File: src/shared/sar_adc_map.vh
// Constants for the successive-approximation converter sequencer
`ifndef SAR_ADC_MAP_VH
`define SAR_ADC_MAP_VH

// Conversion timing in converter clock cycles
`define SAR_NORMAL_CYCLES 5'h0d
`define SAR_FIRST_CYCLES 5'h19
`define SAR_NORMAL_SAMPLE 5'h01
`define SAR_FIRST_SAMPLE 5'h0d

// Sequencer states
`define SAR_ST_IDLE 2'h0
`define SAR_ST_PEND 2'h1
`define SAR_ST_CONV 2'h2

// Trigger source code that selects the own completion flag
`define SAR_TRIG_FREE_RUN 3'h0

// Channel select codes: the last of the eight pins, then the codes beyond them
`define SAR_CH_PIN_LAST 4'h7
`define SAR_CH_BANDGAP 4'he
`define SAR_CH_GROUND 4'hf

// Reference select codes
`define SAR_REF_EXTERNAL 2'h0
`define SAR_REF_SUPPLY 2'h1
`define SAR_REF_RESERVED 2'h2
`define SAR_REF_INTERNAL 2'h3

// Reset values
`define SAR_RESET_CODE 10'h000
`define SAR_RESET_CHANNEL 4'h0
`define SAR_RESET_REFERENCE 2'h0

`endif

File: src/logic/sar_adc_sequencer.v
// Sequencer, prescaler, trigger logic and result registers of a 10-bit SAR converter
`timescale 1ns/1ps
`include "sar_adc_map.vh"
// Notes on behaviour
// - 10-bit result, right or left justified
// - Low byte read blocks result updates; results dropped
// - High byte read unblocks result updates
// - Done flag sets even when result dropped
// - Selections apply only while converter enabled
// - Start bit begins conversion, clears at end
// - Channel change waits for running conversion
// - Trigger rising edge resets prescaler, starts conversion
// - Edges during conversion and held levels ignored
// - Trigger flags set regardless of enables; software clears
// - Done flag source gives continuous conversion
// - Software start works in auto mode; busy reads one
// - Prescaler runs only while enabled, else reset
// - Software start waits for next converter clock edge
// - Normal conversion 13 cycles, first 25
// - Sample at 1.5 cycles, first at 13.5
// - Completion writes result, sets flag, clears start
// - Auto conversion samples at 2 cycles, lasts 13.5
// - Free running restarts at once, start bit stays
// - Selections track, freeze, resume in last cycle
module sar_adc_sequencer #(
    parameter RESULT_BITS = 10,
    parameter PRESC_BITS = 7,
    parameter TRIG_WIDTH = 8
) (
    input wire mclk,
    input wire rst_b,
    input wire converter_enable,
    input wire converter_power_gate,
    input wire left_adjust_result,
    input wire [2:0] prescaler_select,
    input wire auto_trigger_enable,
    input wire [2:0] trigger_source_select,
    input wire [3:0] channel_select,
    input wire [1:0] reference_select,
    input wire start_write,
    input wire done_flag_clear,
    input wire read_low_strobe,
    input wire read_high_strobe,
    input wire [TRIG_WIDTH-1:0] trigger_in,
    input wire comparator_above,
    output wire start_conversion,
    output reg conversion_done_flag,
    output reg [7:0] result_low_byte,
    output reg [7:0] result_high_byte,
    output reg result_locked,
    output reg [3:0] applied_channel,
    output reg [1:0] applied_reference,
    output reg [RESULT_BITS-1:0] dac_code,
    output reg sample_hold,
    output wire analog_power,
    output reg adc_clock
);

    reg [PRESC_BITS-1:0] presc_cnt;
    reg [1:0] state;
    reg [4:0] pos;
    reg first;
    reg auto_conv;
    reg trial_active;
    reg settle;
    reg [3:0] bit_idx;
    reg [RESULT_BITS-1:0] result_code;
    reg [TRIG_WIDTH-1:0] trig_meta;
    reg [TRIG_WIDTH-1:0] trig_sync;
    reg trig_prev;
    reg comp_meta;
    reg comp_sync;

    wire active;
    wire [PRESC_BITS:0] div;
    wire [PRESC_BITS-1:0] div_m1;
    wire [PRESC_BITS-1:0] half_m1;
    wire adc_tick;
    wire adc_half;
    wire trig_level;
    wire trig_edge;
    wire trig_start;
    wire free_run;
    wire in_conv;
    wire [4:0] sample_pos;
    wire [4:0] done_pos;
    wire sample_evt;
    wire done_evt;
    wire last_cycle;
    wire track;
    reg [3:0] legal_channel;
    reg [1:0] legal_reference;
    wire [15:0] left_word;
    wire [15:0] right_word;

    // Index of the first trial bit
    localparam [3:0] TOP_BIT = RESULT_BITS - 1;

    // Power gate set means the converter is treated as switched off
    assign active = converter_enable & ~converter_power_gate;
    assign analog_power = active;

    // Division factors 2,2,4,8,16,32,64,128
    assign div = {{PRESC_BITS{1'b0}}, 1'b1} << ((prescaler_select == 3'h0) ? 3'h1 : prescaler_select);
    assign div_m1 = div[PRESC_BITS-1:0] - {{(PRESC_BITS-1){1'b0}}, 1'b1};
    assign half_m1 = div[PRESC_BITS:1] - {{(PRESC_BITS-1){1'b0}}, 1'b1};
    assign adc_tick = active & (presc_cnt == div_m1);
    assign adc_half = active & (presc_cnt == half_m1);

    // Trigger pins and flags pass two flops; source zero is handled as free running
    assign trig_level = trig_sync[trigger_source_select];
    assign trig_edge = trig_level & ~trig_prev & (trigger_source_select != `SAR_TRIG_FREE_RUN);
    assign in_conv = (state == `SAR_ST_CONV);
    assign trig_start = active & auto_trigger_enable & trig_edge & ~in_conv;
    assign free_run = auto_trigger_enable & (trigger_source_select == `SAR_TRIG_FREE_RUN);

    assign sample_pos = first ? `SAR_FIRST_SAMPLE : `SAR_NORMAL_SAMPLE;
    assign done_pos = first ? `SAR_FIRST_CYCLES : `SAR_NORMAL_CYCLES;
    // Normal: sample at the half point of cycle 1 (or 13); auto: at the edge ending that cycle
    assign sample_evt = in_conv & (auto_conv ? (adc_tick & (pos == sample_pos))
                                             : (adc_half & (pos == sample_pos)));
    // Normal ends on the 13th (25th) edge; auto ends half a cycle later
    assign done_evt = in_conv & (auto_conv ? (adc_half & (pos == done_pos))
                                           : (adc_tick & (pos == done_pos - 5'h01)));
    assign last_cycle = in_conv & (pos >= done_pos - 5'h01);
    assign track = active & (~in_conv | last_cycle);

    // Unused channel codes fall back to ground so the input never floats
    always @* begin
        legal_channel = `SAR_CH_GROUND;
        case (channel_select)
            4'h0, 4'h1, 4'h2, 4'h3, 4'h4, 4'h5, 4'h6, 4'h7: begin
                legal_channel = channel_select;
            end
            `SAR_CH_BANDGAP: begin
                legal_channel = `SAR_CH_BANDGAP;
            end
            default: begin
                legal_channel = `SAR_CH_GROUND;
            end
        endcase
    end

    // Reserved reference code falls back to the external pin
    always @* begin
        legal_reference = `SAR_REF_EXTERNAL;
        case (reference_select)
            `SAR_REF_SUPPLY: begin
                legal_reference = `SAR_REF_SUPPLY;
            end
            `SAR_REF_INTERNAL: begin
                legal_reference = `SAR_REF_INTERNAL;
            end
            `SAR_REF_RESERVED: begin
                legal_reference = `SAR_REF_EXTERNAL;
            end
            default: begin
                legal_reference = `SAR_REF_EXTERNAL;
            end
        endcase
    end

    assign start_conversion = (state != `SAR_ST_IDLE);

    assign left_word = {result_code, 6'h00};
    assign right_word = {6'h00, result_code};

    // Synchronisers
    always @(posedge mclk or negedge rst_b) begin
        if (!rst_b) begin
            trig_meta <= {TRIG_WIDTH{1'b0}};
            trig_sync <= {TRIG_WIDTH{1'b0}};
            trig_prev <= 1'b0;
            comp_meta <= 1'b0;
            comp_sync <= 1'b0;
        end else begin
            trig_meta <= trigger_in;
            trig_sync <= trig_meta;
            trig_prev <= trig_level;
            comp_meta <= comparator_above;
            comp_sync <= comp_meta;
        end
    end

    // Prescaler, held in reset while disabled and restarted by a trigger
    always @(posedge mclk or negedge rst_b) begin
        if (!rst_b) begin
            presc_cnt <= {PRESC_BITS{1'b0}};
            adc_clock <= 1'b0;
        end else if (!active || trig_start) begin
            presc_cnt <= {PRESC_BITS{1'b0}};
            adc_clock <= 1'b0;
        end else begin
            if (adc_tick) begin
                presc_cnt <= {PRESC_BITS{1'b0}};
            end else begin
                presc_cnt <= presc_cnt + {{(PRESC_BITS-1){1'b0}}, 1'b1};
            end
            adc_clock <= (presc_cnt >= half_m1) & ~adc_tick;
        end
    end

    // Conversion sequencer
    always @(posedge mclk or negedge rst_b) begin
        if (!rst_b) begin
            state <= `SAR_ST_IDLE;
            pos <= 5'h00;
            first <= 1'b1;
            auto_conv <= 1'b0;
        end else if (!active) begin
            // Switching off aborts any conversion and re-arms the long first one
            state <= `SAR_ST_IDLE;
            pos <= 5'h00;
            first <= 1'b1;
            auto_conv <= 1'b0;
        end else begin
            case (state)
                `SAR_ST_IDLE: begin
                    if (trig_start) begin
                        state <= `SAR_ST_CONV;
                        pos <= 5'h00;
                        auto_conv <= 1'b1;
                    end else if (start_write) begin
                        state <= `SAR_ST_PEND;
                    end
                end
                `SAR_ST_PEND: begin
                    if (trig_start) begin
                        state <= `SAR_ST_CONV;
                        pos <= 5'h00;
                        auto_conv <= 1'b1;
                    end else if (adc_tick) begin
                        state <= `SAR_ST_CONV;
                        pos <= 5'h00;
                        auto_conv <= 1'b0;
                    end
                end
                `SAR_ST_CONV: begin
                    if (done_evt) begin
                        first <= 1'b0;
                        pos <= 5'h00;
                        auto_conv <= 1'b0;
                        if (free_run) begin
                            state <= `SAR_ST_CONV;
                        end else begin
                            state <= `SAR_ST_IDLE;
                        end
                    end else if (adc_tick) begin
                        pos <= pos + 5'h01;
                    end
                end
                default: begin
                    state <= `SAR_ST_IDLE;
                end
            endcase
        end
    end

    // Successive approximation; one bit per converter clock after sampling.
    // The comparator passes two flops, so the slowest prescaler settings suit best.
    always @(posedge mclk or negedge rst_b) begin
        if (!rst_b) begin
            dac_code <= `SAR_RESET_CODE;
            bit_idx <= 4'h0;
            trial_active <= 1'b0;
            sample_hold <= 1'b0;
            settle <= 1'b0;
        end else begin
            sample_hold <= sample_evt;
            if (!active || !in_conv) begin
                trial_active <= 1'b0;
                settle <= 1'b0;
            end else if (sample_evt) begin
                dac_code <= {1'b1, {(RESULT_BITS-1){1'b0}}};
                bit_idx <= TOP_BIT;
                trial_active <= 1'b1;
                // Held level plus two comparator flops outlast half a cycle; skip one tick
                settle <= 1'b1;
            end else if (trial_active && adc_tick) begin
                if (settle) begin
                    settle <= 1'b0;
                end else begin
                    dac_code[bit_idx] <= comp_sync;
                    if (bit_idx == 4'h0) begin
                        trial_active <= 1'b0;
                    end else begin
                        dac_code[bit_idx - 4'h1] <= 1'b1;
                        bit_idx <= bit_idx - 4'h1;
                    end
                end
            end
        end
    end

    // Result store, read-order lock and completion flag
    always @(posedge mclk or negedge rst_b) begin
        if (!rst_b) begin
            result_code <= `SAR_RESET_CODE;
            result_locked <= 1'b0;
            conversion_done_flag <= 1'b0;
            result_low_byte <= 8'h00;
            result_high_byte <= 8'h00;
        end else begin
            if (done_evt && !result_locked) begin
                result_code <= dac_code;
            end
            if (read_high_strobe) begin
                result_locked <= 1'b0;
            end else if (read_low_strobe) begin
                result_locked <= 1'b1;
            end
            // Set wins over a clear in the same cycle
            if (done_evt) begin
                conversion_done_flag <= 1'b1;
            end else if (done_flag_clear) begin
                conversion_done_flag <= 1'b0;
            end
            if (left_adjust_result) begin
                result_low_byte <= left_word[7:0];
                result_high_byte <= left_word[15:8];
            end else begin
                result_low_byte <= right_word[7:0];
                result_high_byte <= right_word[15:8];
            end
        end
    end

    // Applied selections, buffered against changes mid-conversion
    always @(posedge mclk or negedge rst_b) begin
        if (!rst_b) begin
            applied_channel <= `SAR_RESET_CHANNEL;
            applied_reference <= `SAR_RESET_REFERENCE;
        end else if (track) begin
            applied_channel <= legal_channel;
            applied_reference <= legal_reference;
        end
    end

endmodule // sar_adc_sequencer

File: config.mk
export PLATFORM = sky130hd
export DESIGN_NAME = sar_adc_sequencer
export DESIGN_NICKNAME = d
export VERILOG_FILES = /design/src/logic/sar_adc_sequencer.v
export VERILOG_INCLUDE_DIRS = /design/src /design/src/shared
export SDC_FILE = /design/constraint.sdc
export NUM_CORES = 1
export LEC_CHECK = 0
export ABC_CLOCK_PERIOD_IN_PS = 5330
export BUFFER_PORTS_ARGS = -buffer_cell sky130_fd_sc_hd__clkbuf_2
export CAP_MARGIN = 10
export CORE_MARGIN = 1.5
export CORE_UTILIZATION = 40
export DETAILED_ROUTE_END_ITERATION = 12
export GPL_ROUTABILITY_DRIVEN = 0
export PLACE_DENSITY_LB_ADDON = 0.3
export SYNTH_ARGS = -nofsm -noshare
export SYNTH_HDL_FRONTEND = slang
export SYNTH_SLANG_ARGS = --single-unit
File: constraint.sdc
create_clock -name mclk -period 5.33 [get_ports mclk]
set_input_delay 1.3325 -clock mclk [delete_from_list [all_inputs] [get_ports mclk]]
set_output_delay 1.3325 -clock mclk [all_outputs]
set_load 0.05 [all_outputs]
---- After elaboration in Yosys (flattened, before gate mapping) ----
Cells that the tools add are included.
operators by class
  $lt $le $gt $ge ......................... 7
  reduce and logical (&&, ||, !) cells .... 29
  shift operators ......................... 1
  bitwise operators ....................... 25
  equality and inequality tests ........... 28
  divide/modulo/power cells ............... 0
  $add $sub $neg .......................... 6
  $mul .................................... 0
  multiplexer cells ....................... 62
operator list
  kind                                                                          number
  10-bit two-way mux                                                            4
  5-bit two-way mux                                                             7
  1-bit two-way mux                                                             25
  4-bit two-way mux                                                             5
  1-bit bitwise AND                                                             18
  4-bit by 3-bit equality test with 1-bit output, second input constant         4
  8-bit two-way mux                                                             2
  5-bit case mux with 3 select lines                                            1
  7-bit equality test                                                           2
  2-bit two-way mux                                                             7
  7-bit two-way mux                                                             2
  7-bit by 1-bit subtractor with 7-bit output, second input constant            2
  4-bit AND reduction                                                           3
  10-bit bitwise mux                                                            1
  5-bit equality test                                                           2
  4-bit by 5-bit less-than comparator with 1-bit output, second input constant  2
  10-bit OR                                                                     1
  3-bit AND reduction                                                           3
  3-bit nonzero test                                                            3
  1-bit demux with 4-bit select                                                 2
  4-bit by 2-bit equality test with 1-bit output, second input constant         2
  4-bit by 1-bit >= comparator with 1-bit output, second input constant         2
  4-bit logical NOT                                                             2
  4-bit != test, second input constant                                          2
  36 further kinds                                                              54
storage, ports and cells
  memories ................................ 0
  ROM bits ................................ 0
  word-level logic and storage cells ...... 181
  latch bits .............................. 0
  output and inout port bits .............. 38
  flip-flop bits (word level) ............. 87
  input bits .............................. 31
  RAM bits ................................ 0

---- Longest topological paths before layout ----
Gate-level depths: netlist of the first run.
  depth in word-level cells ............... 12
  depth in mapped cells ................... 13
  depth with buffers taken out ............ 12

---- Worst setup path before layout of the first run ----
Ideal clock, no wire load.
  path type ............................... input to register
  from .................................... in prescaler_select[2]
  to ...................................... reg result_code[0]
  stages .................................. 12
  setup time .............................. 0.125 ns
  setup slack ............................. 1.254 ns
  data required time ...................... 5.205 ns
  data arrival time ....................... 3.951 ns
  path through ............................ buf_2 inv_1 nand2_1 ha_1 nor4_1 a21oi_1 ha_1 and4_1 nand2_1 or3_1 o32ai_4 mux2_2
between the ends
  longest elaborated chain between the ends .. 10
  elaborated cells between the ends (all ways) .. 14
RTL lines
  element                                                         RTL line                                          source
  start, declared                                                 sar_adc_sequencer.v:35                            input wire [2:0] prescaler_select,
  3-bit logical NOT                                               sar_adc_sequencer.v:104                           assign div = {{PRESC_BITS{1'b0}}, 1'b1} << ((prescaler_select == 3'h0) ? 3'h1 : prescaler_select);
  3-bit two-way mux (*)                                           sar_adc_sequencer.v:104
  1-bit by 3-bit << shifter with 8-bit output (*)                 sar_adc_sequencer.v:104
  7-bit by 1-bit subtractor with 7-bit output (on tied branches)  sar_adc_sequencer.v:105, sar_adc_sequencer.v:106
  7-bit equality test (on tied branches)                          sar_adc_sequencer.v:107, sar_adc_sequencer.v:108
  1-bit bitwise AND (on tied branches)                            sar_adc_sequencer.v:107, sar_adc_sequencer.v:108
  1-bit bitwise AND (on tied branches)                            sar_adc_sequencer.v:124, sar_adc_sequencer.v:123
  1-bit two-way mux (*)                                           sar_adc_sequencer.v:123                           assign done_evt = in_conv & (auto_conv ? (adc_half & (pos == done_pos))
  1-bit bitwise AND (*)                                           sar_adc_sequencer.v:123
  1-bit logical AND (*)                                           sar_adc_sequencer.v:304                           if (done_evt && !result_locked) begin
  end signal, assigned                                            sar_adc_sequencer.v:298                           result_code <= `SAR_RESET_CODE;
  end signal, assigned                                            sar_adc_sequencer.v:305                           result_code <= dac_code;
  end, declared                                                   sar_adc_sequencer.v:67                            reg [RESULT_BITS-1:0] result_code;
Every way passes the cells marked *; elsewhere a longest branch is shown, timed or not.
A chain may end at the register's enable or synchronous reset.

---- Worst setup path after layout of the first run ----
  from .................................... in prescaler_select[2]
  to ...................................... reg result_code[1]
The elaborated chain is that of the path after synthesis.

==> results.py, run 1 <==
metrics = {
    "clock_tree": {
        "htreeDepth": 3,
        "post_cts_resized": 0,
        "cts_sinks": 87,
        "tritoncts": "done",
        "clk_latency_ns": 0.37,
        "postCtsSetupBuffers": 0,
        "cts_inserted_buffers": 9,
        "root_buffer": "clkbuf_8",
        "clk_pin_slew_ns": 0.09,
        "holdBufCountCts": 0,
        "cts.path.max_buffers": 2,
    },
    "synth": {
        "synth_largest_area_cell": "dfrtp_1",
        "synth_commonest_cells": "dfrtp_1 (86), nor2_1 (37), nand2_1 (29)",
        "synthTopCellsByArea": "dfrtp_1 (49%), ha_1 (5.7%), mux2_2 (4.6%)",
        "synth_compound_area_frac": 0.137,
        "synth.net_count": 464,
        "synthAdderAreaFrac": 0.0570,
        "synth_top_family_by_area": "simple AND/OR/NAND/NOR gates",
        "ys_types": 65,
        "yosys.cell_count.top_type": "dfrtp_1",
        "synth-seq-cells": 87,
        "synth_edf_count": 0,
        "yosys.area.top_type_share": 0.490,
        "avgSynthCellArea_um2": 10.6,
        "synthXorXnorAreaFrac": 0.0279,
        "yosys.area_share.simple": 0.181,
        "yosysWarnings": 0,
        "syn_area_mm2": 0.00439,
        "dominantRegCellSynth": "dfrtp_1",
        "async_reset_ff_frac": 1.00,
        "synthesis.instances": 413,
        "synth_seq_area_share": 0.496,
        "synthMuxAreaShare": 0.0627,
    },
    "route": {
        "drt-pass1-iter-count": 4,
        "dr_total_vias": 3298,
        "wire_per_inst_um": 14.9,
        "via_per_inst": 5.31,
        "routed_wl_mm": 9.23,
        "drc": 0,
        "ant_nets": 0,
        "drtIter0Drc": 181,
    },
    "timing": {
        "setup_viol": 0,
        "rsz0062_at_grt": "no",
        "fmax_mhz": 246,
        "skew_ns": 0.0110,
        "slew_viol_final": 0,
        "period_needed_ns": 4.07,
        "worst_slew_pin_slew_ns": 1.08,
        "finalSetupTns_ns": 0,
        "post-route-period-util": 0.763,
        "relSlewSlack": 0.282,
        "final-hold-violation-count": 0,
    },
    "global_routing": {
        "antenna_found_initial": 0,
        "grt_pass1_vias": 3090,
        "grtUsageTotal": 0.168,
        "grt_max_degree": 88,
        "grt_pass1_wl_mm": 14.9,
        "overflow": 0,
    },
    "finish": {
        "syn_to_final_growth_pct": 14.2,
        "stdcell_area_mm2": 0.00501,
        "final_cell_count_no_fill": 621,
        "diodes": 0,
        "drive_gt1_frac": 0.247,
        "layout.nets": 527,
    },
    "setup_path": {
        "critical_path_required_ns": 5.58,
        "worstPathCellList": "clkbuf_2 > inv_1 > nand2_1 > ha_1 > nor4_1 > a21oi_1 > ha_1 > and4_1 > nand2_1 > or3_1 > o32ai_4 > mux2_2",
        "cp-end-kind": "flip-flop",
        "crit_fanout": 12,
        "crit_family": "simple AND/OR/NAND/NOR gates",
        "crit_buf_inv": 2,
        "crit_type": "in -> reg",
        "cpMaxStageDelayCell": "o32ai_4",
        "slowest_delay_ns": 0.48,
        "arrival_ns": 4.32,
        "cp-start-kind": "input port",
    },
    "placement": {
        "placed_area_mm2": 0.00483,
        "dp_cells": 605,
        "portBuffers": 68,
        "dp_hpwl_mm": 6.74,
    },
    "pwr": {
        "p_leak_nw": 2.36,
        "peakVddDrop_mv": 0.156,
        "power_mw": 1.23,
        "p_per_area_mw_per_mm2": 246,
    },
    "die": {
        "fp-row-count": 38,
        "coreArea_mm2": 0.0107,
        "die_y_um": 108,
        "die_area_mm2": 0.0116,
        "start_util": 0.408,
        "die_w_um": 108,
        "ioPinCount": 69,
    },
    "status": {
        "status": "completed",
    },
    "run": {
        "drv_cap": 0,
    },
    "hold_path": {
        "min_path_type": "reg -> reg",
    },
}
[worst register-to-register path, cell delays in order (launching register included)]
cell,delay [ns]
dfstp_2,0.56
inv_1,0.06
ha_1,0.33
nor4b_1,0.49
nand4_1,0.29
o21ai_0,0.22
and4_1,0.25
nor2_2,0.11
a22o_1,0.25
[report_power, final]
group,internal [mW],switching (mW)
sequential,0.675,0.0101
clock,0.185,0.243
combinational,0.0371,0.0819
[through the flow]
| step | setup slack [ns] | utilization | hold WS, ns |
|---|---|---|---|
| finish | 1.26 | 0.466 | 0.340 |
| global route | 1.15 | 0.466 | 0.356 |
| CTS | 1.28 | 0.466 | 0.346 |
| detailed placement | 0.880 | 0.449 | 0.336 |
| global placement | 0.969 | 0.449 | 0.334 |
| floorplan | 1.25 | - | 0.331 |
[final timing paths]
path,from,endpoint,slack [ns],cells after the start
max reg2reg,first,dac_code[8],2.67,8
max in group asynchronous,rst_b,pos[0],3.48,1
max,prescaler_select[2],result_code[1],1.26,12
min,trig_meta[3],trig_sync[3],0.34,0
min reg2reg,trig_meta[3],trig_sync[3],0.34,0
min in group asynchronous,rst_b,dac_code[6],1.13,1
[state kept, by name, summed over array words and instances (netlist names), 2 cells and up]
name / count
pos: 5
result_low_byte: 8
result_code: 10
result_high_byte: 8
trig_meta: 8
presc_cnt: 7
applied_reference: 2
dac_code: 10
applied_channel: 4
bit_idx: 4
trig_sync: 8
state: 2
[metal layers]
layer  global-route usage  vias up  wire length [µm]
li1                     -     1599                 -
met1                0.203     1598              4040
met2                0.276       89              4530
met3               0.0551       12               492
met4               0.0648        0               162
met5                    0        -                 0
[area by class of cell]
| cell class | count | area, µm² |
|---|---|---|
| Fill cell | 1045 | 5730 |
| Sequential cell | 87 | 2180 |
| Multi-Input combinational cell | 289 | 2050 |
| Timing Repair Buffer | 69 | 350 |
| Tap cell | 140 | 175 |
| Clock buffer | 11 | 141 |
| Inverter | 20 | 75.1 |
| Clock inverter | 5 | 41.3 |
[cells by family (layout without fill, tap and decap cells)]
logic type / after synthesis / after routing
compound gates: 82 / 82
flops: 87 / 87
other cells: 1 / 1
mux: 24 / 24
buf+inv: 37 / 105
simple gates: 148 / 148
xor+xnor: 14 / 14
fa+ha+maj: 20 / 20
[layout by cell type (no fill, tap or decap), types with 5 or more instances in the layout]
cell type and count:
dfrtp_1 86, clkbuf_2 67, nor2_1 37, nand2_1 29, ha_1 20, inv_1 19, mux2_2 18, a21oi_1 15
o21ai_0 13, nor2b_1 12, nand3_1 10, clkbuf_8 10, and2_1 9, and3_1 9, xnor2_1 7, nor3_1 7
xor2_1 7, o2bb2ai_1 7, a22o_1 6, mux2i_1 5, o211ai_1 5, a31oi_1 5, a221oi_1 5
No activity file was read; power rests on OpenSTA's default activity.
==> inputs of run 2 (changes only) <==
--- a/config.mk
+++ b/config.mk
@@ -6,7 +6,8 @@
 export SDC_FILE = /design/constraint.sdc
 export NUM_CORES = 1
 export LEC_CHECK = 0
-export ABC_CLOCK_PERIOD_IN_PS = 5330
+export ABC_AREA = 1
+export ABC_CLOCK_PERIOD_IN_PS = 3610
 export BUFFER_PORTS_ARGS = -buffer_cell sky130_fd_sc_hd__clkbuf_2
 export CAP_MARGIN = 10
 export CORE_MARGIN = 1.5
==> constraint.sdc (replaced) <==
create_clock -name mclk -period 3.61 [get_ports mclk]
set_input_delay 0.9025 -clock mclk [delete_from_list [all_inputs] [get_ports mclk]]
set_output_delay 0.9025 -clock mclk [all_outputs]
set_load 0.05 [all_outputs]
==> run 2 against run 1 <==
Sequential share of layout area fell by 1.4 points; combinational power increased to 2.6 times the previous value; final area rose by 3.3%; non-clock buffer count grew 3; via count up 7.6%; routed wire length shrank 3.3%; clock skew fell by 0.00051 ns; flip-flop and latch count stayed put; largest cell class unchanged.
==> results.py, run 2 <==
metrics = {
    "route": {
        "drtIter0Drc": 230,
        "drt-pass1-iter-count": 4,
        "drc": 0,
        "routed_wl_mm": 8.93,
        "dr_total_vias": 3549,
        "ant_nets": 0,
        "wire_per_inst_um": 11.9,
        "via_per_inst": 4.71,
    },
    "finish": {
        "reg_top3": "dac_code (10), result_code (10)",
        "seqCellArea_mm2": 0.00218,
        "layout.nets": 659,
        "utilization": 0.478,
        "diodes": 0,
        "layout_commonest_cell": "nand2_1",
        "multi_input_area_mm2": 0.00193,
        "drive_gt1_frac": 0.197,
        "stdcell_area_mm2": 0.00518,
        "final_cell_mix": "nand2_1 (128), dfrtp_1 (86), inv_1 (76)",
        "fillerInstances": 1044,
        "syn_to_final_growth_pct": 16.4,
    },
    "clock_tree": {
        "clk_pin_slew_ns": 0.09,
        "clk_latency_ns": 0.36,
        "cts.path.max_buffers": 2,
        "htreeDepth": 3,
        "cts_sinks": 87,
        "cts_inserted_buffers": 9,
        "post_cts_resized": 0,
        "tritoncts": "done",
        "postCtsSetupBuffers": 0,
        "root_buffer": "clkbuf_8",
        "holdBufCountCts": 0,
    },
    "placement": {
        "dp_hpwl_mm": 6.76,
        "placed_area_mm2": 0.00496,
        "portBuffers": 68,
        "place_ws_ns": 0.0917,
    },
    "die": {
        "ioPinCount": 69,
        "coreArea_mm2": 0.0108,
        "die_area_mm2": 0.0118,
        "die_w_um": 108,
        "die_y_um": 108,
        "fp-row-count": 38,
        "start_util": 0.410,
    },
    "timing": {
        "setup_viol": 0,
        "slew_viol_final": 0,
        "finalSetupTns_ns": 0,
        "fmax_mhz": 315,
        "final-hold-violation-count": 0,
        "period_needed_ns": 3.18,
        "layout_setup_ws_ns": 0.434,
        "worst_slew_pin_slew_ns": 0.838,
        "skew_ns": 0.0105,
        "rsz0062_at_grt": "no",
        "post-route-period-util": 0.880,
        "relSlewSlack": 0.441,
    },
    "synth": {
        "yosysWarnings": 0,
        "syn_area_mm2": 0.00445,
        "synth_commonest_cells": "nand2_1 (128), dfrtp_1 (86), inv_1 (76)",
        "synth_edf_count": 0,
        "ys_types": 42,
        "synth_largest_area_cell": "dfrtp_1",
        "async_reset_ff_frac": 1.00,
        "synth.net_count": 583,
        "yosys.cell_count.top_type": "nand2_1",
        "synthTopCellsByArea": "dfrtp_1 (48%), nand2_1 (11%), inv_1 (6.4%)",
        "avgSynthCellArea_um2": 8.36,
        "synth-seq-cells": 87,
        "synthesis.instances": 532,
        "synth_seq_area_share": 0.490,
        "dominantRegCellSynth": "dfrtp_1",
        "yosys.area.top_type_share": 0.484,
    },
    "global_routing": {
        "grtUsageTotal": 0.165,
        "grt_max_degree": 68,
        "grt_pass1_wl_mm": 15.3,
        "antenna_found_initial": 0,
        "overflow": 0,
        "grt_pass1_vias": 3321,
    },
    "hold_path": {
        "worstHoldEndpoint": "trig_sync[5]",
        "min_path_type": "reg -> reg",
        "hold_depth": 0,
        "min-delay-start": "trig_meta[5]",
    },
    "pwr": {
        "p_int_mw": 1.47,
        "clkPwrFrac": 0.354,
        "p_per_area_mw_per_mm2": 405,
        "p_sw_mw": 0.629,
        "peakVddDrop_mv": 0.194,
        "switching_share": 0.300,
        "p_seq_frac": 0.497,
        "p_leak_nw": 2.78,
        "p_comb_frac": 0.149,
    },
    "setup_path": {
        "ff2ff_path_depth": 12,
        "critical_path_required_ns": 3.85,
        "cp-start-kind": "input port",
        "crit_type": "in -> reg",
        "cp-end-kind": "flip-flop",
        "rrSetupSlack_ns": 1.38,
        "arrival_ns": 3.42,
        "r2r-start": "presc_cnt[5]",
        "reg2reg_to": "bit_idx[1]",
        "crit_fanout": 8,
    },
    "status": {
        "status": "completed",
    },
    "run": {
        "drv_cap": 0,
    },
}
## run 2: layer usage
metal	up-vias	global-route usage	wire length, µm
met3	13	0.0277	341
met2	77	0.259	4100
met5	-	0	0
met1	1614	0.228	4320
met4	0	0.0677	164
li1	1845	-	-
## run 2: cell type report
type                       instances  share of cell area
sequential                        87               0.421
multi-input combinational        357               0.372
timing repair buffer              72              0.0720
inverter                          81              0.0590
tap                              140              0.0338
clock buffer                      11              0.0292
clock inverter                     5              0.0130
## run 2: worst max-delay path, stage by stage
cell      delay (ns)
clkbuf_2        0.15
inv_2           0.09
nand2_1         0.13
ha_1            0.23
inv_1           0.08
o21ai_0         0.08
o211ai_1        0.11
ha_1            0.32
nand2_1         0.09
nor2_1          0.11
nand3_1         0.10
nor2_1          0.23
inv_1           0.08
a21oi_1         0.16
nand2_2         0.12
nand2_2         0.11
nand3_2         0.14
nand2_1         0.10
o21ai_1         0.06
## run 2: worst max path at each step
stage / from / end / slack, ns / cells past startpoint
finish: prescaler_select[2] / bit_idx[1] / 0.43 / 19
floorplan: prescaler_select[1] / result_code[0] / 0.47 / 18
detailed placement: prescaler_select[2] / result_code[7] / 0.09 / 19
global placement: prescaler_select[2] / dac_code[7] / 0.26 / 20
global route: prescaler_select[1] / dac_code[9] / 0.16 / 20
CTS: prescaler_select[2] / bit_idx[1] / 0.46 / 20
## run 2: through the flow
stage	cells	hold WS [ns]	power [mW]
final	753	0.353	2.10
after floorplan	532	0.331	1.27
after global routing	753	0.359	2.21
after global placement	737	0.332	1.37
after CTS	753	0.356	2.12
after detailed placement	737	0.335	1.38
## run 2: cells by family after synthesis
logic type,share of synthesized area
compound gates,0.0906
xor+xnor,0.0217
fa+ha+maj,0.0562
buf+inv,0.0773
flops,0.490
other cells,0.000843
simple gates,0.264
## run 2: power groups by stage
stage	clock network, mW	registers (mW)	logic (mW)
2_1_floorplan	0	1.14	0.136
3_3_place_gp	0	1.06	0.312
3_5_place_dp	0	1.06	0.315
4_1_cts	0.763	1.04	0.316
5_1_grt	0.816	1.05	0.350
6_report	0.742	1.04	0.313
